==> config.mk <==
export PLATFORM = sky130hd
export DESIGN_NAME = fbo_bank_ctrl
export DESIGN_NICKNAME = d
export VERILOG_FILES = /design/src/fbo_pkg.sv /design/src/fbo_op_if.sv /design/src/fbo_key_unlock.sv /design/src/fbo_op_seq.sv /design/src/fbo_bank_ctrl.sv
export SDC_FILE = /design/constraint.sdc
export NUM_CORES = 1
export LEC_CHECK = 0
export BUFFER_PORTS_ARGS = -buffer_cell sky130_fd_sc_hd__buf_2
export CORE_MARGIN = 2
export CORE_UTILIZATION = 53
export CTS_CLUSTER_DIAMETER = 50
export CTS_CLUSTER_SIZE = 24
export DETAILED_ROUTE_END_ITERATION = 8
export PLACE_DENSITY = 0.89
export SYNTH_ARGS = -nofsm -noshare
export SYNTH_HDL_FRONTEND = slang
export SYNTH_HIERARCHICAL = 1
export SYNTH_SLANG_ARGS = --single-unit
==> constraint.sdc <==
create_clock -name clk_sys -period 2.5 [get_ports clk_sys]
set_clock_uncertainty 0.1 [all_clocks]
set_input_delay 0.125 -clock clk_sys [delete_from_list [all_inputs] [get_ports clk_sys]]
set_output_delay 0.125 -clock clk_sys [all_outputs]
set_load 0.005 [all_outputs]
==> src/fbo_pkg.sv <==
// fbo_pkg: offsets, field positions, reset values and types shared by the
// flash bank operation control block and its sequencer.
// assumes a byte-addressed register port with one 32-bit word per register.
package fbo_pkg;

    localparam int DATA_W = 16;

    // register byte offsets
    localparam logic [7:0] OFS_BANK_KEY = 8'h04;
    localparam logic [7:0] OFS_CFG_KEY = 8'h08;
    localparam logic [7:0] OFS_STATUS = 8'h0C;
    localparam logic [7:0] OFS_CONTROL = 8'h10;
    localparam logic [7:0] OFS_TARGET = 8'h14;
    localparam logic [7:0] OFS_PROG_DATA = 8'h18;

    // status field positions
    localparam int STS_BUSY = 0;
    localparam int STS_PROG_ERR = 2;
    localparam int STS_PROT_ERR = 4;
    localparam int STS_DONE = 5;

    // control field positions
    localparam int CTL_WORD_PROG = 0;
    localparam int CTL_SECT_ERS = 1;
    localparam int CTL_BANK_ERS = 2;
    localparam int CTL_CFG_PROG = 4;
    localparam int CTL_CFG_ERS = 5;
    localparam int CTL_ERASE_START = 6;
    localparam int CTL_OP_LOCK = 7;
    localparam int CTL_CFG_UNLK = 9;
    localparam int CTL_ERR_IE = 10;
    localparam int CTL_DONE_IE = 12;

    localparam logic [31:0] STS_RESET = 32'h0000_0000;
    localparam logic [31:0] CTL_RESET = 32'h0000_0080;
    localparam logic [31:0] READ_ZERO = 32'h0000_0000;
    localparam logic [DATA_W-1:0] ERASED_WORD = 16'hFFFF;

    typedef enum logic [2:0] {
        FBO_OP_NONE = 3'h0,
        FBO_OP_WORD_PROG = 3'h1,
        FBO_OP_SECT_ERS = 3'h2,
        FBO_OP_BANK_ERS = 3'h3,
        FBO_OP_CFG_PROG = 3'h4,
        FBO_OP_CFG_ERS = 3'h5
    } fbo_op_t;

    typedef enum logic [2:0] {
        FBO_ST_IDLE = 3'b001,
        FBO_ST_CHECK = 3'b010,
        FBO_ST_WAIT = 3'b100
    } fbo_state_t;

    // protection is kept per pair of sectors
    function automatic logic [4:0] fbo_prot_index(input logic [31:0] addr,
                                                  input int shift);
        logic [31:0] pair;
        pair = addr >> (shift + 1);
        return pair[4:0];
    endfunction : fbo_prot_index

endpackage : fbo_pkg

==> src/fbo_op_if.sv <==
// fbo_op_if: operation request and result between register logic and the
// sequencer; all signals on clk_sys.
`timescale 1ns/1ps
interface fbo_op_if;
    import fbo_pkg::*;
    logic start;
    fbo_op_t kind;
    logic [31:0] addr;
    logic [DATA_W-1:0] wdata;
    logic main_locked;
    logic cfg_unlocked;
    logic busy;
    logic done;
    logic prot_err;
    logic prog_err;
    logic ended;
    modport ctl (output start, kind, addr, wdata, main_locked, cfg_unlocked,
                 input busy, done, prot_err, prog_err, ended);
    modport seq (input start, kind, addr, wdata, main_locked, cfg_unlocked,
                 output busy, done, prot_err, prog_err, ended);
endinterface : fbo_op_if

==> src/fbo_key_unlock.sv <==
// fbo_key_unlock: two-word key sequence checker, one pulse per good pair.
// assumes key writes arrive as one-cycle strobes on clk_sys.
`timescale 1ns/1ps
module fbo_key_unlock #(
    parameter logic [31:0] KEY_FIRST = 32'h1234_5678,
    parameter logic [31:0] KEY_SECOND = 32'h8765_4321
) (
    // clock and reset
    input wire logic clk_sys,
    input wire logic rst,
    // key write
    input wire logic key_wr,
    input wire logic [31:0] key_data,
    // result
    output logic unlock_pulse
);
    logic armed;
    logic next_armed;
    logic next_unlock_pulse;

    // any wrong word drops the sequence back to its start
    always_comb begin
        next_armed = armed;
        next_unlock_pulse = 1'b0;
        if (key_wr) begin
            if (armed && key_data == KEY_SECOND) begin
                next_unlock_pulse = 1'b1;
                next_armed = 1'b0;
            end else begin
                next_armed = (key_data == KEY_FIRST);
            end
        end
    end

    always_ff @(posedge clk_sys or posedge rst) begin
        if (rst) begin
            armed <= 1'b0;
            unlock_pulse <= 1'b0;
        end else begin
            armed <= next_armed;
            unlock_pulse <= next_unlock_pulse;
        end
    end
endmodule : fbo_key_unlock

==> src/fbo_op_seq.sv <==
// fbo_op_seq: checks lock, protection and erased state, then hands one
// operation to the flash array and waits for its done.
// assumes array_rdata is valid one cycle after array_addr changes.
`timescale 1ns/1ps
module fbo_op_seq #(
    parameter int SECTOR_SHIFT = 11
) (
    // clock and reset
    input wire logic clk_sys,
    input wire logic rst,
    // request from register logic
    fbo_op_if.seq op,
    // protection state of the loaded configuration, 1 = protected
    input wire logic [31:0] protect_status,
    // flash array
    output logic array_req,
    output fbo_pkg::fbo_op_t array_op,
    output logic [31:0] array_addr,
    output logic [fbo_pkg::DATA_W-1:0] array_wdata,
    input wire logic [fbo_pkg::DATA_W-1:0] array_rdata,
    input wire logic array_done
);
    import fbo_pkg::*;

    fbo_state_t state, next_state;
    fbo_op_t next_op;
    logic [31:0] next_addr;
    logic [DATA_W-1:0] next_wdata;
    logic next_req, next_done, next_prot, next_prog, next_ended;
    logic is_prog, is_cfg, locked, prot_hit;

    // refusal checks made in the check state
    always_comb begin
        is_prog = (array_op == FBO_OP_WORD_PROG) ||
                  (array_op == FBO_OP_CFG_PROG);
        is_cfg = (array_op == FBO_OP_CFG_PROG) ||
                 (array_op == FBO_OP_CFG_ERS);
        locked = is_cfg ? !op.cfg_unlocked : op.main_locked;
        unique case (array_op)
            FBO_OP_WORD_PROG,
            FBO_OP_SECT_ERS: prot_hit = protect_status[
                fbo_prot_index(array_addr, SECTOR_SHIFT)];
            FBO_OP_BANK_ERS: prot_hit = |protect_status;
            default: prot_hit = 1'b0;
        endcase
    end

    // next state and one-cycle results
    always_comb begin
        next_state = state;
        next_op = array_op;
        next_addr = array_addr;
        next_wdata = array_wdata;
        next_req = 1'b0;
        next_done = 1'b0;
        next_prot = 1'b0;
        next_prog = 1'b0;
        next_ended = 1'b0;
        unique case (state)
            FBO_ST_IDLE: begin
                if (op.start) begin
                    next_op = op.kind;
                    next_addr = op.addr;
                    next_wdata = op.wdata;
                    next_state = FBO_ST_CHECK;
                end
            end
            FBO_ST_CHECK: begin
                if (locked || prot_hit) begin
                    next_prot = 1'b1;
                    next_ended = 1'b1;
                    next_state = FBO_ST_IDLE;
                end else if (is_prog && array_rdata != ERASED_WORD) begin
                    next_prog = 1'b1;
                    next_ended = 1'b1;
                    next_state = FBO_ST_IDLE;
                end else begin
                    next_req = 1'b1;
                    next_state = FBO_ST_WAIT;
                end
            end
            FBO_ST_WAIT: begin
                if (array_done) begin
                    next_done = 1'b1;
                    next_ended = 1'b1;
                    next_state = FBO_ST_IDLE;
                end
            end
        endcase
    end

    always_ff @(posedge clk_sys or posedge rst) begin
        if (rst) begin
            state <= FBO_ST_IDLE;
            array_op <= FBO_OP_NONE;
            array_addr <= 32'h0000_0000;
            array_wdata <= ERASED_WORD;
            array_req <= 1'b0;
            op.done <= 1'b0;
            op.prot_err <= 1'b0;
            op.prog_err <= 1'b0;
            op.ended <= 1'b0;
        end else begin
            state <= next_state;
            array_op <= next_op;
            array_addr <= next_addr;
            array_wdata <= next_wdata;
            array_req <= next_req;
            op.done <= next_done;
            op.prot_err <= next_prot;
            op.prog_err <= next_prog;
            op.ended <= next_ended;
        end
    end

    assign op.busy = (state != FBO_ST_IDLE);
endmodule : fbo_op_seq

==> src/fbo_bank_ctrl.sv <==
// fbo_bank_ctrl: register file, unlock handling, operation launch and
// interrupt for one flash bank.
// assumes a same-clock register master and a same-clock flash array.
//
// How it works
// - the config-area key register is 32-bit, write-only and reads zero.
// - writing the key words to it asks to unlock the configuration area.
// - done is set when a program or erase completes, cleared by writing one.
// - a program to a protected address sets prot error; write 1 clears.
// - a program to a word that is not erased sets program error; 1 clears.
// - the busy flag is read-only and high while an operation runs.
// - the done interrupt enable gates the done flag and resets to zero.
// - the error interrupt enable gates both error flags.
// - a good config unlock sets the unlocked bit; writing zero clears it.
// - op lock resets to one, a good bank unlock clears it, a one sets it.
// - erase start launches the selected erase and clears itself when done.
// - reserved bits read zero and ignore writes.
// - the bank key register takes the bank unlock words and reads zero.
// - the low control bits select the kind of operation.
// - a protected sector or bank refuses the operation and flags an error.
//
// The strobed register port and the placing of the registers were left to the implementer.
`timescale 1ns/1ps
module fbo_bank_ctrl #(
    parameter int SECTOR_SHIFT = 11,
    parameter logic [31:0] BANK_KEY_FIRST = 32'h1234_5678,
    parameter logic [31:0] BANK_KEY_SECOND = 32'h8765_4321,
    parameter logic [31:0] CFG_KEY_FIRST = 32'h1234_5678,
    parameter logic [31:0] CFG_KEY_SECOND = 32'h8765_4321
) (
    // clock and reset
    input wire logic clk_sys,
    input wire logic rst,
    // register port
    input wire logic [7:0] reg_addr,
    input wire logic [31:0] reg_wdata,
    input wire logic reg_wr,
    input wire logic reg_rd,
    output logic [31:0] reg_rdata,
    // protection state, 1 = pair of sectors protected
    input wire logic [31:0] protect_status,
    // flash array
    output logic array_req,
    output fbo_pkg::fbo_op_t array_op,
    output logic [31:0] array_addr,
    output logic [fbo_pkg::DATA_W-1:0] array_wdata,
    input wire logic [fbo_pkg::DATA_W-1:0] array_rdata,
    input wire logic array_done,
    // interrupt
    output logic irq
);
    import fbo_pkg::*;

    // protection index must stay inside a 32-bit address
    if (SECTOR_SHIFT < 0 || SECTOR_SHIFT > 26) begin : g_bad_shift
        $error("fbo_bank_ctrl: SECTOR_SHIFT out of range");
    end

    fbo_op_if op ();

    // status flags
    logic done_flag, prot_flag, prog_flag;
    logic next_done_flag, next_prot_flag, next_prog_flag;
    // control bits
    logic sel_word, sel_sect, sel_bank, sel_cfgp, sel_cfge;
    logic next_sel_word, next_sel_sect, next_sel_bank;
    logic next_sel_cfgp, next_sel_cfge;
    logic erase_start, next_erase_start;
    logic op_lock, next_op_lock;
    logic cfg_unlk, next_cfg_unlk;
    logic err_ie, next_err_ie;
    logic done_ie, next_done_ie;
    logic [31:0] target, next_target;
    // launch
    logic start, next_start;
    fbo_op_t kind, next_kind;
    logic [DATA_W-1:0] wdata, next_wdata;
    // read port and interrupt
    logic [31:0] next_rdata;
    logic next_irq;
    // decodes
    logic wr_sts, wr_ctl, wr_tgt, wr_prog, wr_bkey, wr_ckey;
    logic bank_unlock, cfg_unlock, busy_any;
    logic [31:0] sts_word, ctl_word;

    // address decode; a launch pending counts as busy
    always_comb begin
        wr_sts = reg_wr && reg_addr == OFS_STATUS;
        wr_ctl = reg_wr && reg_addr == OFS_CONTROL;
        wr_tgt = reg_wr && reg_addr == OFS_TARGET;
        wr_prog = reg_wr && reg_addr == OFS_PROG_DATA;
        wr_bkey = reg_wr && reg_addr == OFS_BANK_KEY;
        // the configuration key only counts once the bank is open
        wr_ckey = reg_wr && reg_addr == OFS_CFG_KEY && !op_lock;
        busy_any = op.busy || start;
    end

    // key sequence checkers, one per unlockable area
    fbo_key_unlock #(
        .KEY_FIRST(BANK_KEY_FIRST),
        .KEY_SECOND(BANK_KEY_SECOND)
    ) u_bank_key (
        .clk_sys(clk_sys),
        .rst(rst),
        .key_wr(wr_bkey),
        .key_data(reg_wdata),
        .unlock_pulse(bank_unlock)
    );

    fbo_key_unlock #(
        .KEY_FIRST(CFG_KEY_FIRST),
        .KEY_SECOND(CFG_KEY_SECOND)
    ) u_cfg_key (
        .clk_sys(clk_sys),
        .rst(rst),
        .key_wr(wr_ckey),
        .key_data(reg_wdata),
        .unlock_pulse(cfg_unlock)
    );

    // sticky status flags: a hardware set in the clearing cycle wins
    always_comb begin
        next_done_flag = (done_flag && !(wr_sts && reg_wdata[STS_DONE]))
                         || op.done;
        next_prot_flag = (prot_flag && !(wr_sts && reg_wdata[STS_PROT_ERR]))
                         || op.prot_err;
        next_prog_flag = (prog_flag && !(wr_sts && reg_wdata[STS_PROG_ERR]))
                         || op.prog_err;
    end

    always_ff @(posedge clk_sys or posedge rst) begin
        if (rst) begin
            done_flag <= STS_RESET[STS_DONE];
            prot_flag <= STS_RESET[STS_PROT_ERR];
            prog_flag <= STS_RESET[STS_PROG_ERR];
        end else begin
            done_flag <= next_done_flag;
            prot_flag <= next_prot_flag;
            prog_flag <= next_prog_flag;
        end
    end

    // control register, target address and operation launch
    always_comb begin
        next_sel_word = sel_word;
        next_sel_sect = sel_sect;
        next_sel_bank = sel_bank;
        next_sel_cfgp = sel_cfgp;
        next_sel_cfge = sel_cfge;
        next_erase_start = erase_start;
        next_op_lock = op_lock;
        next_cfg_unlk = cfg_unlk;
        next_err_ie = err_ie;
        next_done_ie = done_ie;
        next_target = target;
        next_start = 1'b0;
        next_kind = kind;
        next_wdata = wdata;
        if (wr_tgt) begin
            next_target = reg_wdata;
        end
        if (wr_ctl) begin
            // only documented fields are stored; the rest stay zero
            next_sel_word = reg_wdata[CTL_WORD_PROG];
            next_sel_sect = reg_wdata[CTL_SECT_ERS];
            next_sel_bank = reg_wdata[CTL_BANK_ERS];
            next_sel_cfgp = reg_wdata[CTL_CFG_PROG];
            next_sel_cfge = reg_wdata[CTL_CFG_ERS];
            next_err_ie = reg_wdata[CTL_ERR_IE];
            next_done_ie = reg_wdata[CTL_DONE_IE];
            if (reg_wdata[CTL_OP_LOCK]) begin
                next_op_lock = 1'b1;
            end
            if (!reg_wdata[CTL_CFG_UNLK]) begin
                next_cfg_unlk = 1'b0;
            end
            // erase launch uses the selects written in the same word
            if (reg_wdata[CTL_ERASE_START] && !erase_start && !busy_any) begin
                if (reg_wdata[CTL_SECT_ERS]) begin
                    next_kind = FBO_OP_SECT_ERS;
                    next_start = 1'b1;
                end else if (reg_wdata[CTL_BANK_ERS]) begin
                    next_kind = FBO_OP_BANK_ERS;
                    next_start = 1'b1;
                end else if (reg_wdata[CTL_CFG_ERS]) begin
                    next_kind = FBO_OP_CFG_ERS;
                    next_start = 1'b1;
                end
                next_erase_start = next_start;
            end
        end
        // a data write with a program select starts a program
        if (wr_prog && !busy_any && !erase_start) begin
            if (sel_word) begin
                next_kind = FBO_OP_WORD_PROG;
                next_start = 1'b1;
            end else if (sel_cfgp) begin
                next_kind = FBO_OP_CFG_PROG;
                next_start = 1'b1;
            end
            next_wdata = reg_wdata[DATA_W-1:0];
        end
        // erase start falls when its erase finishes or is refused
        if (op.ended && erase_start) begin
            next_erase_start = 1'b0;
        end
        // hardware unlocks win over a software write in the same cycle
        if (bank_unlock) begin
            next_op_lock = 1'b0;
        end
        if (cfg_unlock) begin
            next_cfg_unlk = 1'b1;
        end
    end

    always_ff @(posedge clk_sys or posedge rst) begin
        if (rst) begin
            sel_word <= CTL_RESET[CTL_WORD_PROG];
            sel_sect <= CTL_RESET[CTL_SECT_ERS];
            sel_bank <= CTL_RESET[CTL_BANK_ERS];
            sel_cfgp <= CTL_RESET[CTL_CFG_PROG];
            sel_cfge <= CTL_RESET[CTL_CFG_ERS];
            erase_start <= CTL_RESET[CTL_ERASE_START];
            op_lock <= CTL_RESET[CTL_OP_LOCK];
            cfg_unlk <= CTL_RESET[CTL_CFG_UNLK];
            err_ie <= CTL_RESET[CTL_ERR_IE];
            done_ie <= CTL_RESET[CTL_DONE_IE];
            target <= 32'h0000_0000;
            start <= 1'b0;
            kind <= FBO_OP_NONE;
            wdata <= ERASED_WORD;
        end else begin
            sel_word <= next_sel_word;
            sel_sect <= next_sel_sect;
            sel_bank <= next_sel_bank;
            sel_cfgp <= next_sel_cfgp;
            sel_cfge <= next_sel_cfge;
            erase_start <= next_erase_start;
            op_lock <= next_op_lock;
            cfg_unlk <= next_cfg_unlk;
            err_ie <= next_err_ie;
            done_ie <= next_done_ie;
            target <= next_target;
            start <= next_start;
            kind <= next_kind;
            wdata <= next_wdata;
        end
    end

    // request towards the sequencer
    assign op.start = start;
    assign op.kind = kind;
    assign op.addr = target;
    assign op.wdata = wdata;
    assign op.main_locked = op_lock;
    assign op.cfg_unlocked = cfg_unlk;

    fbo_op_seq #(
        .SECTOR_SHIFT(SECTOR_SHIFT)
    ) u_seq (
        .clk_sys(clk_sys),
        .rst(rst),
        .op(op),
        .protect_status(protect_status),
        .array_req(array_req),
        .array_op(array_op),
        .array_addr(array_addr),
        .array_wdata(array_wdata),
        .array_rdata(array_rdata),
        .array_done(array_done)
    );

    // read words; unused positions stay zero
    always_comb begin
        sts_word = READ_ZERO;
        sts_word[STS_BUSY] = busy_any;
        sts_word[STS_PROG_ERR] = prog_flag;
        sts_word[STS_PROT_ERR] = prot_flag;
        sts_word[STS_DONE] = done_flag;
        ctl_word = READ_ZERO;
        ctl_word[CTL_WORD_PROG] = sel_word;
        ctl_word[CTL_SECT_ERS] = sel_sect;
        ctl_word[CTL_BANK_ERS] = sel_bank;
        ctl_word[CTL_CFG_PROG] = sel_cfgp;
        ctl_word[CTL_CFG_ERS] = sel_cfge;
        ctl_word[CTL_ERASE_START] = erase_start;
        ctl_word[CTL_OP_LOCK] = op_lock;
        ctl_word[CTL_CFG_UNLK] = cfg_unlk;
        ctl_word[CTL_ERR_IE] = err_ie;
        ctl_word[CTL_DONE_IE] = done_ie;
    end

    // read data stands one cycle, zero otherwise; key, target and program
    // data words are write-only and read as zero
    always_comb begin
        next_rdata = READ_ZERO;
        if (reg_rd) begin
            unique case (reg_addr)
                OFS_STATUS: next_rdata = sts_word;
                OFS_CONTROL: next_rdata = ctl_word;
                default: next_rdata = READ_ZERO;
            endcase
        end
        next_irq = (done_flag && done_ie) ||
                   ((prot_flag || prog_flag) && err_ie);
    end

    always_ff @(posedge clk_sys or posedge rst) begin
        if (rst) begin
            reg_rdata <= READ_ZERO;
            irq <= 1'b0;
        end else begin
            reg_rdata <= next_rdata;
            irq <= next_irq;
        end
    end
endmodule : fbo_bank_ctrl

# Yosys cells after proc, flatten, opt, wreduce, memory -nomap -nowiden
# Cells that the tools add are included.
[totals]
register_bits = 161
latch_bits = 0
ramBits = 0
mem_bits_ro = 0
input_bits = 93
out_inout_bits = 85
elab_cells = 159
n_memories = 0
[op_classes]
add_sub_neg = 0
multipliers = 0
n_div = 0
n_lt_le_gt_ge = 1
eq_ne = 21
n_shift = 0
muxes = 54
bitwise = 0
n_reduce_logical = 51
[ops]
columns = ["operator", "count"]
rows = [
  ["$mux W1", 36],
  ["$mux W3", 12],
  ["$eq A32 B29 Y1 const B", 1],
  ["$eq A32 B32 Y1 const B", 1],
  ["$reduce_or A32 Y1", 1],
  ["$pmux W13 S2", 1],
  ["$eq A8 B5 Y1 const B", 3],
  ["$logic_and A1 B1 Y1", 23],
  ["$eq A8 B4 Y1 const B", 2],
  ["$ne A16 B16 Y1 const B", 1],
  ["$mux W13", 1],
  ["$reduce_and A2 Y1", 5],
  ["$reduce_bool A2 Y1", 5],
  ["$eq A3 B2 Y1 const B", 3],
  ["$eq A3 B3 Y1 const B", 3],
  ["$logic_or A1 B1 Y1", 9],
  ["$pmux W3 S3", 1],
  ["$eq A8 B3 Y1 const B", 1],
  ["$logic_not A1 Y1", 7],
  ["$eq A3 B1 Y1 const B", 2],
  ["$lt A5 B6 Y1 const B", 1],
  ["$bmux W1 S5", 1],
  ["$ne A2 B2 Y1 const B", 2],
  ["$pmux W1 S2", 2],
  ["3 further kinds", 3],
]

# Longest topological paths before layout
[depth]
ltp_word = 9
ltp_mapped = 8
depth_no_buf = 6

# Cells and area by module
# Netlist, hierarchy kept.
[modules_own_cells]
columns = ["module", "n_inst", "cells_each", "area_each_um2", "seq_area_each_um2"]
rows = [
  ["fbo_bank_ctrl", 1, 233, 3279.4, 1923.1],
  ["fbo_op_seq", 1, 210, 2797.7, 1497.7],
  ["fbo_key_unlock", 2, 22, 205.2, 50.0],
]

# Worst setup path before layout
# Ideal clock, no wire load.
[synth_path]
path_kind = "reg2reg"
startpoint = "reg u_seq.state[0]"
endpoint = "reg kind[2]"
setup_ps = 126
arrival_ps = 2096
t_required_ps = 2274
slack_ps = 178
path_stages_with_launch = 5
path_buffers = 0
period_less_slack_ps = 2322
path_cell_list = "dfstp_2 or3b_4 or4b_4 or4_4 o311a_1"
[synth_via]
elab_chain_len = 9
word_cells_on_any_way = 11
cone_classes = "eq/ne (1); mux (5); reduce/logical (5)"
[synth_lines]
columns = ["element", "line", "text"]
rows = [
  ["from (decl)", "fbo_op_seq.sv:25", "fbo_state_t state, next_state;"],
  ["from (signal assigned)", "fbo_op_seq.sv:104", "state <= next_state;"],
  ["$ne A3 B1 Y1 (*)", "fbo_op_seq.sv:116", "assign op.busy = (state != FBO_ST_IDLE);"],
  ["via op.busy", "fbo_op_if.sv:12", "logic busy;"],
  ["$logic_or A1 B1 Y1 (*)", "fbo_bank_ctrl.sv:95", "busy_any = op.busy || start;"],
  ["$logic_not A1 Y1 (*)", "fbo_bank_ctrl.sv:178, fbo_bank_ctrl.sv:193", ""],
  ["$logic_and A1 B1 Y1", "fbo_bank_ctrl.sv:178", "if (reg_wdata[CTL_ERASE_START] && !erase_start && !busy_any) begin"],
  ["$mux W3", "fbo_bank_ctrl.sv:178", ""],
  ["$mux W3", "fbo_bank_ctrl.sv:162", "if (wr_ctl) begin"],
  ["$mux W3", "fbo_bank_ctrl.sv:197", "end else if (sel_cfgp) begin"],
  ["$mux W3", "fbo_bank_ctrl.sv:194", "if (sel_word) begin"],
  ["$mux W3 (*)", "fbo_bank_ctrl.sv:193", "if (wr_prog && !busy_any && !erase_start) begin"],
  ["via next_kind[2]", "fbo_bank_ctrl.sv:76", "fbo_op_t kind, next_kind;"],
  ["to (signal assigned)", "fbo_bank_ctrl.sv:245", "kind <= next_kind;"],
  ["to (decl)", "fbo_bank_ctrl.sv:76", ""],
]
# The timed path passes the listed nets; every way through them passes the cells marked *.
# A chain may end at the register's enable or synchronous reset.

# Worst setup path in the final report
[layout_path]
startpoint = "in reg_addr[5]"
endpoint = "reg u_cfg_key.unlock_pulse"
[layout_via]
elab_chain_len = 4
[layout_lines]
columns = ["element", "line", "text"]
rows = [
  ["from (decl)", "fbo_bank_ctrl.sv:35", "input wire logic [7:0] reg_addr,"],
  ["$eq A8 B4 Y1", "fbo_bank_ctrl.sv:94", "wr_ckey = reg_wr && reg_addr == OFS_CFG_KEY && !op_lock;"],
  ["$logic_and A1 B1 Y1 (2 in a row)", "fbo_bank_ctrl.sv:94", ""],
  ["via wr_ckey", "fbo_bank_ctrl.sv:82", "logic wr_sts, wr_ctl, wr_tgt, wr_prog, wr_bkey, wr_ckey;"],
  ["$mux W1", "fbo_key_unlock.sv:25", "if (key_wr) begin"],
  ["via u_cfg_key.next_unlock_pulse", "fbo_key_unlock.sv:19", "logic next_unlock_pulse;"],
  ["to (signal assigned)", "fbo_key_unlock.sv:41", "unlock_pulse <= next_unlock_pulse;"],
  ["to (decl)", "fbo_key_unlock.sv:15", "output logic unlock_pulse"],
]
# The timed path passes the listed nets, and every way through them passes these cells.

==> tab_implementation.tex <==
\begin{tabular}{lr}
\hline
Metric & Value \\
\hline
\multicolumn{2}{l}{\textbf{Logic synthesis}} \\
Cell type with the highest aggregate area in the netlist & sky130\_fd\_sc\_hd\_\_dfrtp\_1 \\
Count of different cell masters after synthesis & 64 \\
Post-Synthesis Cell Area & 0.00649 sq mm \\
Commonest cells in the netlist & sky130\_fd\_sc\_hd\_\_dfrtp\_1, sky130\_fd\_sc\_hd\_\_mux2\_2, sky130\_fd\_sc\_hd\_\_dfstp\_2 \\
Most common cell in the synthesized netlist & sky130\_fd\_sc\_hd\_\_dfrtp\_1 \\
Sequential share of the synthesized area & 54.3\% \\
Portion of synthesized cell area occupied by the leading cell type & 40.5\% \\
Flip-flop and latch count after synthesis & 139 \\
Synthesized area per cell & 13.3 sq um \\
Number of flops mapped to enable cells by yosys & 0 \\
Count of warnings emitted by yosys & 6 \\
Top post-synthesis cells by area & sky130\_fd\_sc\_hd\_\_dfrtp\_1, sky130\_fd\_sc\_hd\_\_mux2\_2, sky130\_fd\_sc\_hd\_\_dfstp\_2 \\
Post-synth ARST share & 100\% \\
Top flip-flop cell by instance count after synthesis & sky130\_fd\_sc\_hd\_\_dfrtp\_1 \\
Number of cells produced by synthesis & 487 \\
\multicolumn{2}{l}{\textbf{Timing}} \\
F\_max & 416 MHz \\
Slew @ Worst Pin & 0.761 ns \\
WHS & 0.0203 ns \\
Slew Limit Fails & 0 \\
TNS Setup & 0 ns \\
Setup-violating endpoint count in the final report & 0 \\
Crit path time final & 2.40 ns \\
Setup repair after global routing missed its margin & false \\
Final Cycle Share & 96.1\% \\
Remaining max-slew budget at the tightest pin & 48.8\% \\
Final hold vios & 0 \\
\multicolumn{2}{l}{\textbf{Outcome}} \\
Outcome & complete, no violations \\
\multicolumn{2}{l}{\textbf{Routing}} \\
Average wire per cell in the routed design & 20.7 um \\
Initial detailed-routing violation count & 426 \\
DRC errors left & 0 \\
Via count normalized by instance count & 5.89 \\
First drt pass iteration count & 5 \\
Number of nets still failing antenna checks after routing & 0 \\
Total Routed Length & 17.5 mm \\
Total number of vias & 5004 \\
\multicolumn{2}{l}{\textbf{Layout}} \\
Area growth from synthesis to final layout & 27.7\% \\
Post-layout net count & 782 \\
N\_diodes & 0 \\
Sequential cell area & 0.00352 sq mm \\
Area occupied by multi-input gates & 0.00273 sq mm \\
Number of standard cells in the final layout excluding fillers & 849 \\
Layout filler cell count & 805 \\
Share of final-layout standard cells stronger than drive strength 1 & 49.9\% \\
Design Area, Final & 0.00829 sq mm \\
\multicolumn{2}{l}{\textbf{Placement}} \\
Placed Area & 0.00738 sq mm \\
RD Place Congestion & 0.860 \\
HPWL after DPL & 11.4 mm \\
Inst Count DP & 787 \\
Quantity of I/O buffers inserted on ports & 155 \\
\multicolumn{2}{l}{\textbf{Pwr}} \\
Ratio of total power to cell area & 665 mW/mm\^{}2 \\
Leak pwr & 4.14 nW \\
Worst vdd ir & 447 uV \\
\multicolumn{2}{l}{\textbf{Clock tree}} \\
Root cell of the clock tree & sky130\_fd\_sc\_hd\_\_clkbuf\_16 \\
Deepest level of the CTS H-tree & 4 \\
Clk slew on worst S/H paths & 0.06 ns \\
Count of buffers added by post-CTS timing repair for setup & 0 \\
Clock buffer depth & 2 \\
TritonCTS clock tree & built \\
Total number of clock tree sinks & 139 \\
Clock latency at the later pin of the worst-skew pair & 0.41 ns \\
Number of CTS-inserted buffers & 17 \\
\multicolumn{2}{l}{\textbf{Job}} \\
Number of max-cap violations & 0 \\
\multicolumn{2}{l}{\textbf{Global route}} \\
Global-route wire length before repair & 27.7 mm \\
Total congestion overflow & 0 \\
Via count of the first global-routing pass & 5310 \\
Maximum number of pins on one net before global-route repair & 52 \\
Antenna violations before repair & 0 \\
Global-route usage over all layers & 27.8\% \\
\multicolumn{2}{l}{\textbf{Floorplan}} \\
Effective utilization at floorplan & 54.2\% \\
Die Width & 115 um \\
Ports & 178 \\
Row count & 40 \\
Core ar. & 0.0120 sq mm \\
Height of the die & 115 um \\
Full die area & 0.0131 sq mm \\
\multicolumn{2}{l}{\textbf{Worst setup path}} \\
Highest fanout seen on the critical path & 3 \\
Critical path required time & 2.75 ns \\
Arrival time reported for the critical path endpoint & 2.65 ns \\
CP Launch Type & primary input \\
Classification of the worst setup path & in2reg \\
CP Capture Type & register \\
\multicolumn{2}{l}{\textbf{Worst hold path}} \\
Min-Delay Path Class & in2reg \\
\hline
\end{tabular}
critical path, cell delays in order:
cell	delay, ns
sky130_fd_sc_hd__buf_2	0.13
sky130_fd_sc_hd__nor4_1	0.68
sky130_fd_sc_hd__and4b_1	0.37
sky130_fd_sc_hd__and4b_1	0.25
sky130_fd_sc_hd__nand4_1	0.20
sky130_fd_sc_hd__nor4_1	0.30
sky130_fd_sc_hd__dlygate4sd3_1	0.59
layout make-up:
class	instances	area share, %
Multi-Input combinational cell	323	33.0
Tap cell	147	2.22
Clock buffer	25	5.86
Timing Repair Buffer	198	14.6
Sequential cell	139	42.5
Inverter	10	0.468
Clock inverter	7	1.36
layout by cell type, fill, tap and decap left out, types with 15 or more instances in the layout:
cell type,instances
sky130_fd_sc_hd__buf_2,155
sky130_fd_sc_hd__clkbuf_16,17
sky130_fd_sc_hd__conb_1,22
sky130_fd_sc_hd__dfrtp_1,105
sky130_fd_sc_hd__dfstp_2,34
sky130_fd_sc_hd__dlygate4sd3_1,30
sky130_fd_sc_hd__mux2_2,96
sky130_fd_sc_hd__mux2i_1,17
sky130_fd_sc_hd__nand2_1,15
sky130_fd_sc_hd__nand4_1,16
sky130_fd_sc_hd__nor2_1,15
sky130_fd_sc_hd__nor4_1,17
per-layer routing:
| metal | routed length, um | global-route usage, % |
|---|---|---|
| met1 | 6700 | 32.8 |
| met2 | 8850 | 47.2 |
| met3 | 1390 | 7.62 |
| met4 | 603 | 13.1 |
| met5 | 0 | 0 |
cell families (layout without fill, tap and decap cells):
kind of cell    count (synthesis)  count (layout)  share of synthesized area (%)
compound gates                 42              42                           5.21
simple gates                  134             134                           14.2
flops                         139             139                           54.3
buf+inv                        46             240                           4.94
other cells                     1              22                         0.0578
xor+xnor                        2               2                          0.270
mux                           123             123                           21.0
path summary, 6_finish.rpt:
check / start / to / slack (ns) / cells after the start
min: reg_addr[6] / reg_rdata[2] / 0.02 / 4
min in group asynchronous: rst / u_bank_key/unlock_pulse / 0.08 / 3
min reg2reg: u_bank_key/unlock_pulse / op.main_locked / 0.28 / 1
max reg2reg: u_seq/state[0] / kind[2] / 0.1 / 4
max in group asynchronous: rst / u_seq/array_wdata[13] / 1.21 / 4
max: reg_addr[5] / u_cfg_key/unlock_pulse / 0.1 / 7
power by group:
group / total (W) / leakage (nW) / switching, W / internal, W
logic: 0.000523 / 2.06 / 0.000288 / 0.000235
clock network: 0.00255 / 0.291 / 0.000903 / 0.00164
registers: 0.00244 / 1.79 / 0.0000849 / 0.00235
registers in the layout (all words and copies together), names as in the netlist, 3 cells and up:
signal / cells
u_seq/array_addr: 32
u_seq/array_op: 3
op.wdata: 16
kind: 3
u_seq/state: 3
reg_rdata: 10
op.addr: 32
u_seq/array_wdata: 16
through the flow:
step | setup WS, ns | utilization, % | total power, W
finish | 0.0973 | 69.3 | 0.00551
global route | 0.0279 | 69.3 | 0.00571
CTS | 0.116 | 69.2 | 0.00551
detailed placement | 0.113 | 61.7 | 0.00294
global placement | 0.199 | 61.7 | 0.00289
floorplan | 0.178 | - | 0.00273
what timing repair did:
| item | in CTS | in global routing |
|---|---|---|
| setup endpoints to repair | 0 | 3 |
| hold buffers | 30 | 0 |
| gates resized for setup | 0 | 1 |
| hold endpoints to repair | 86 | 0 |
No activity file was read; power rests on OpenSTA's default activity.
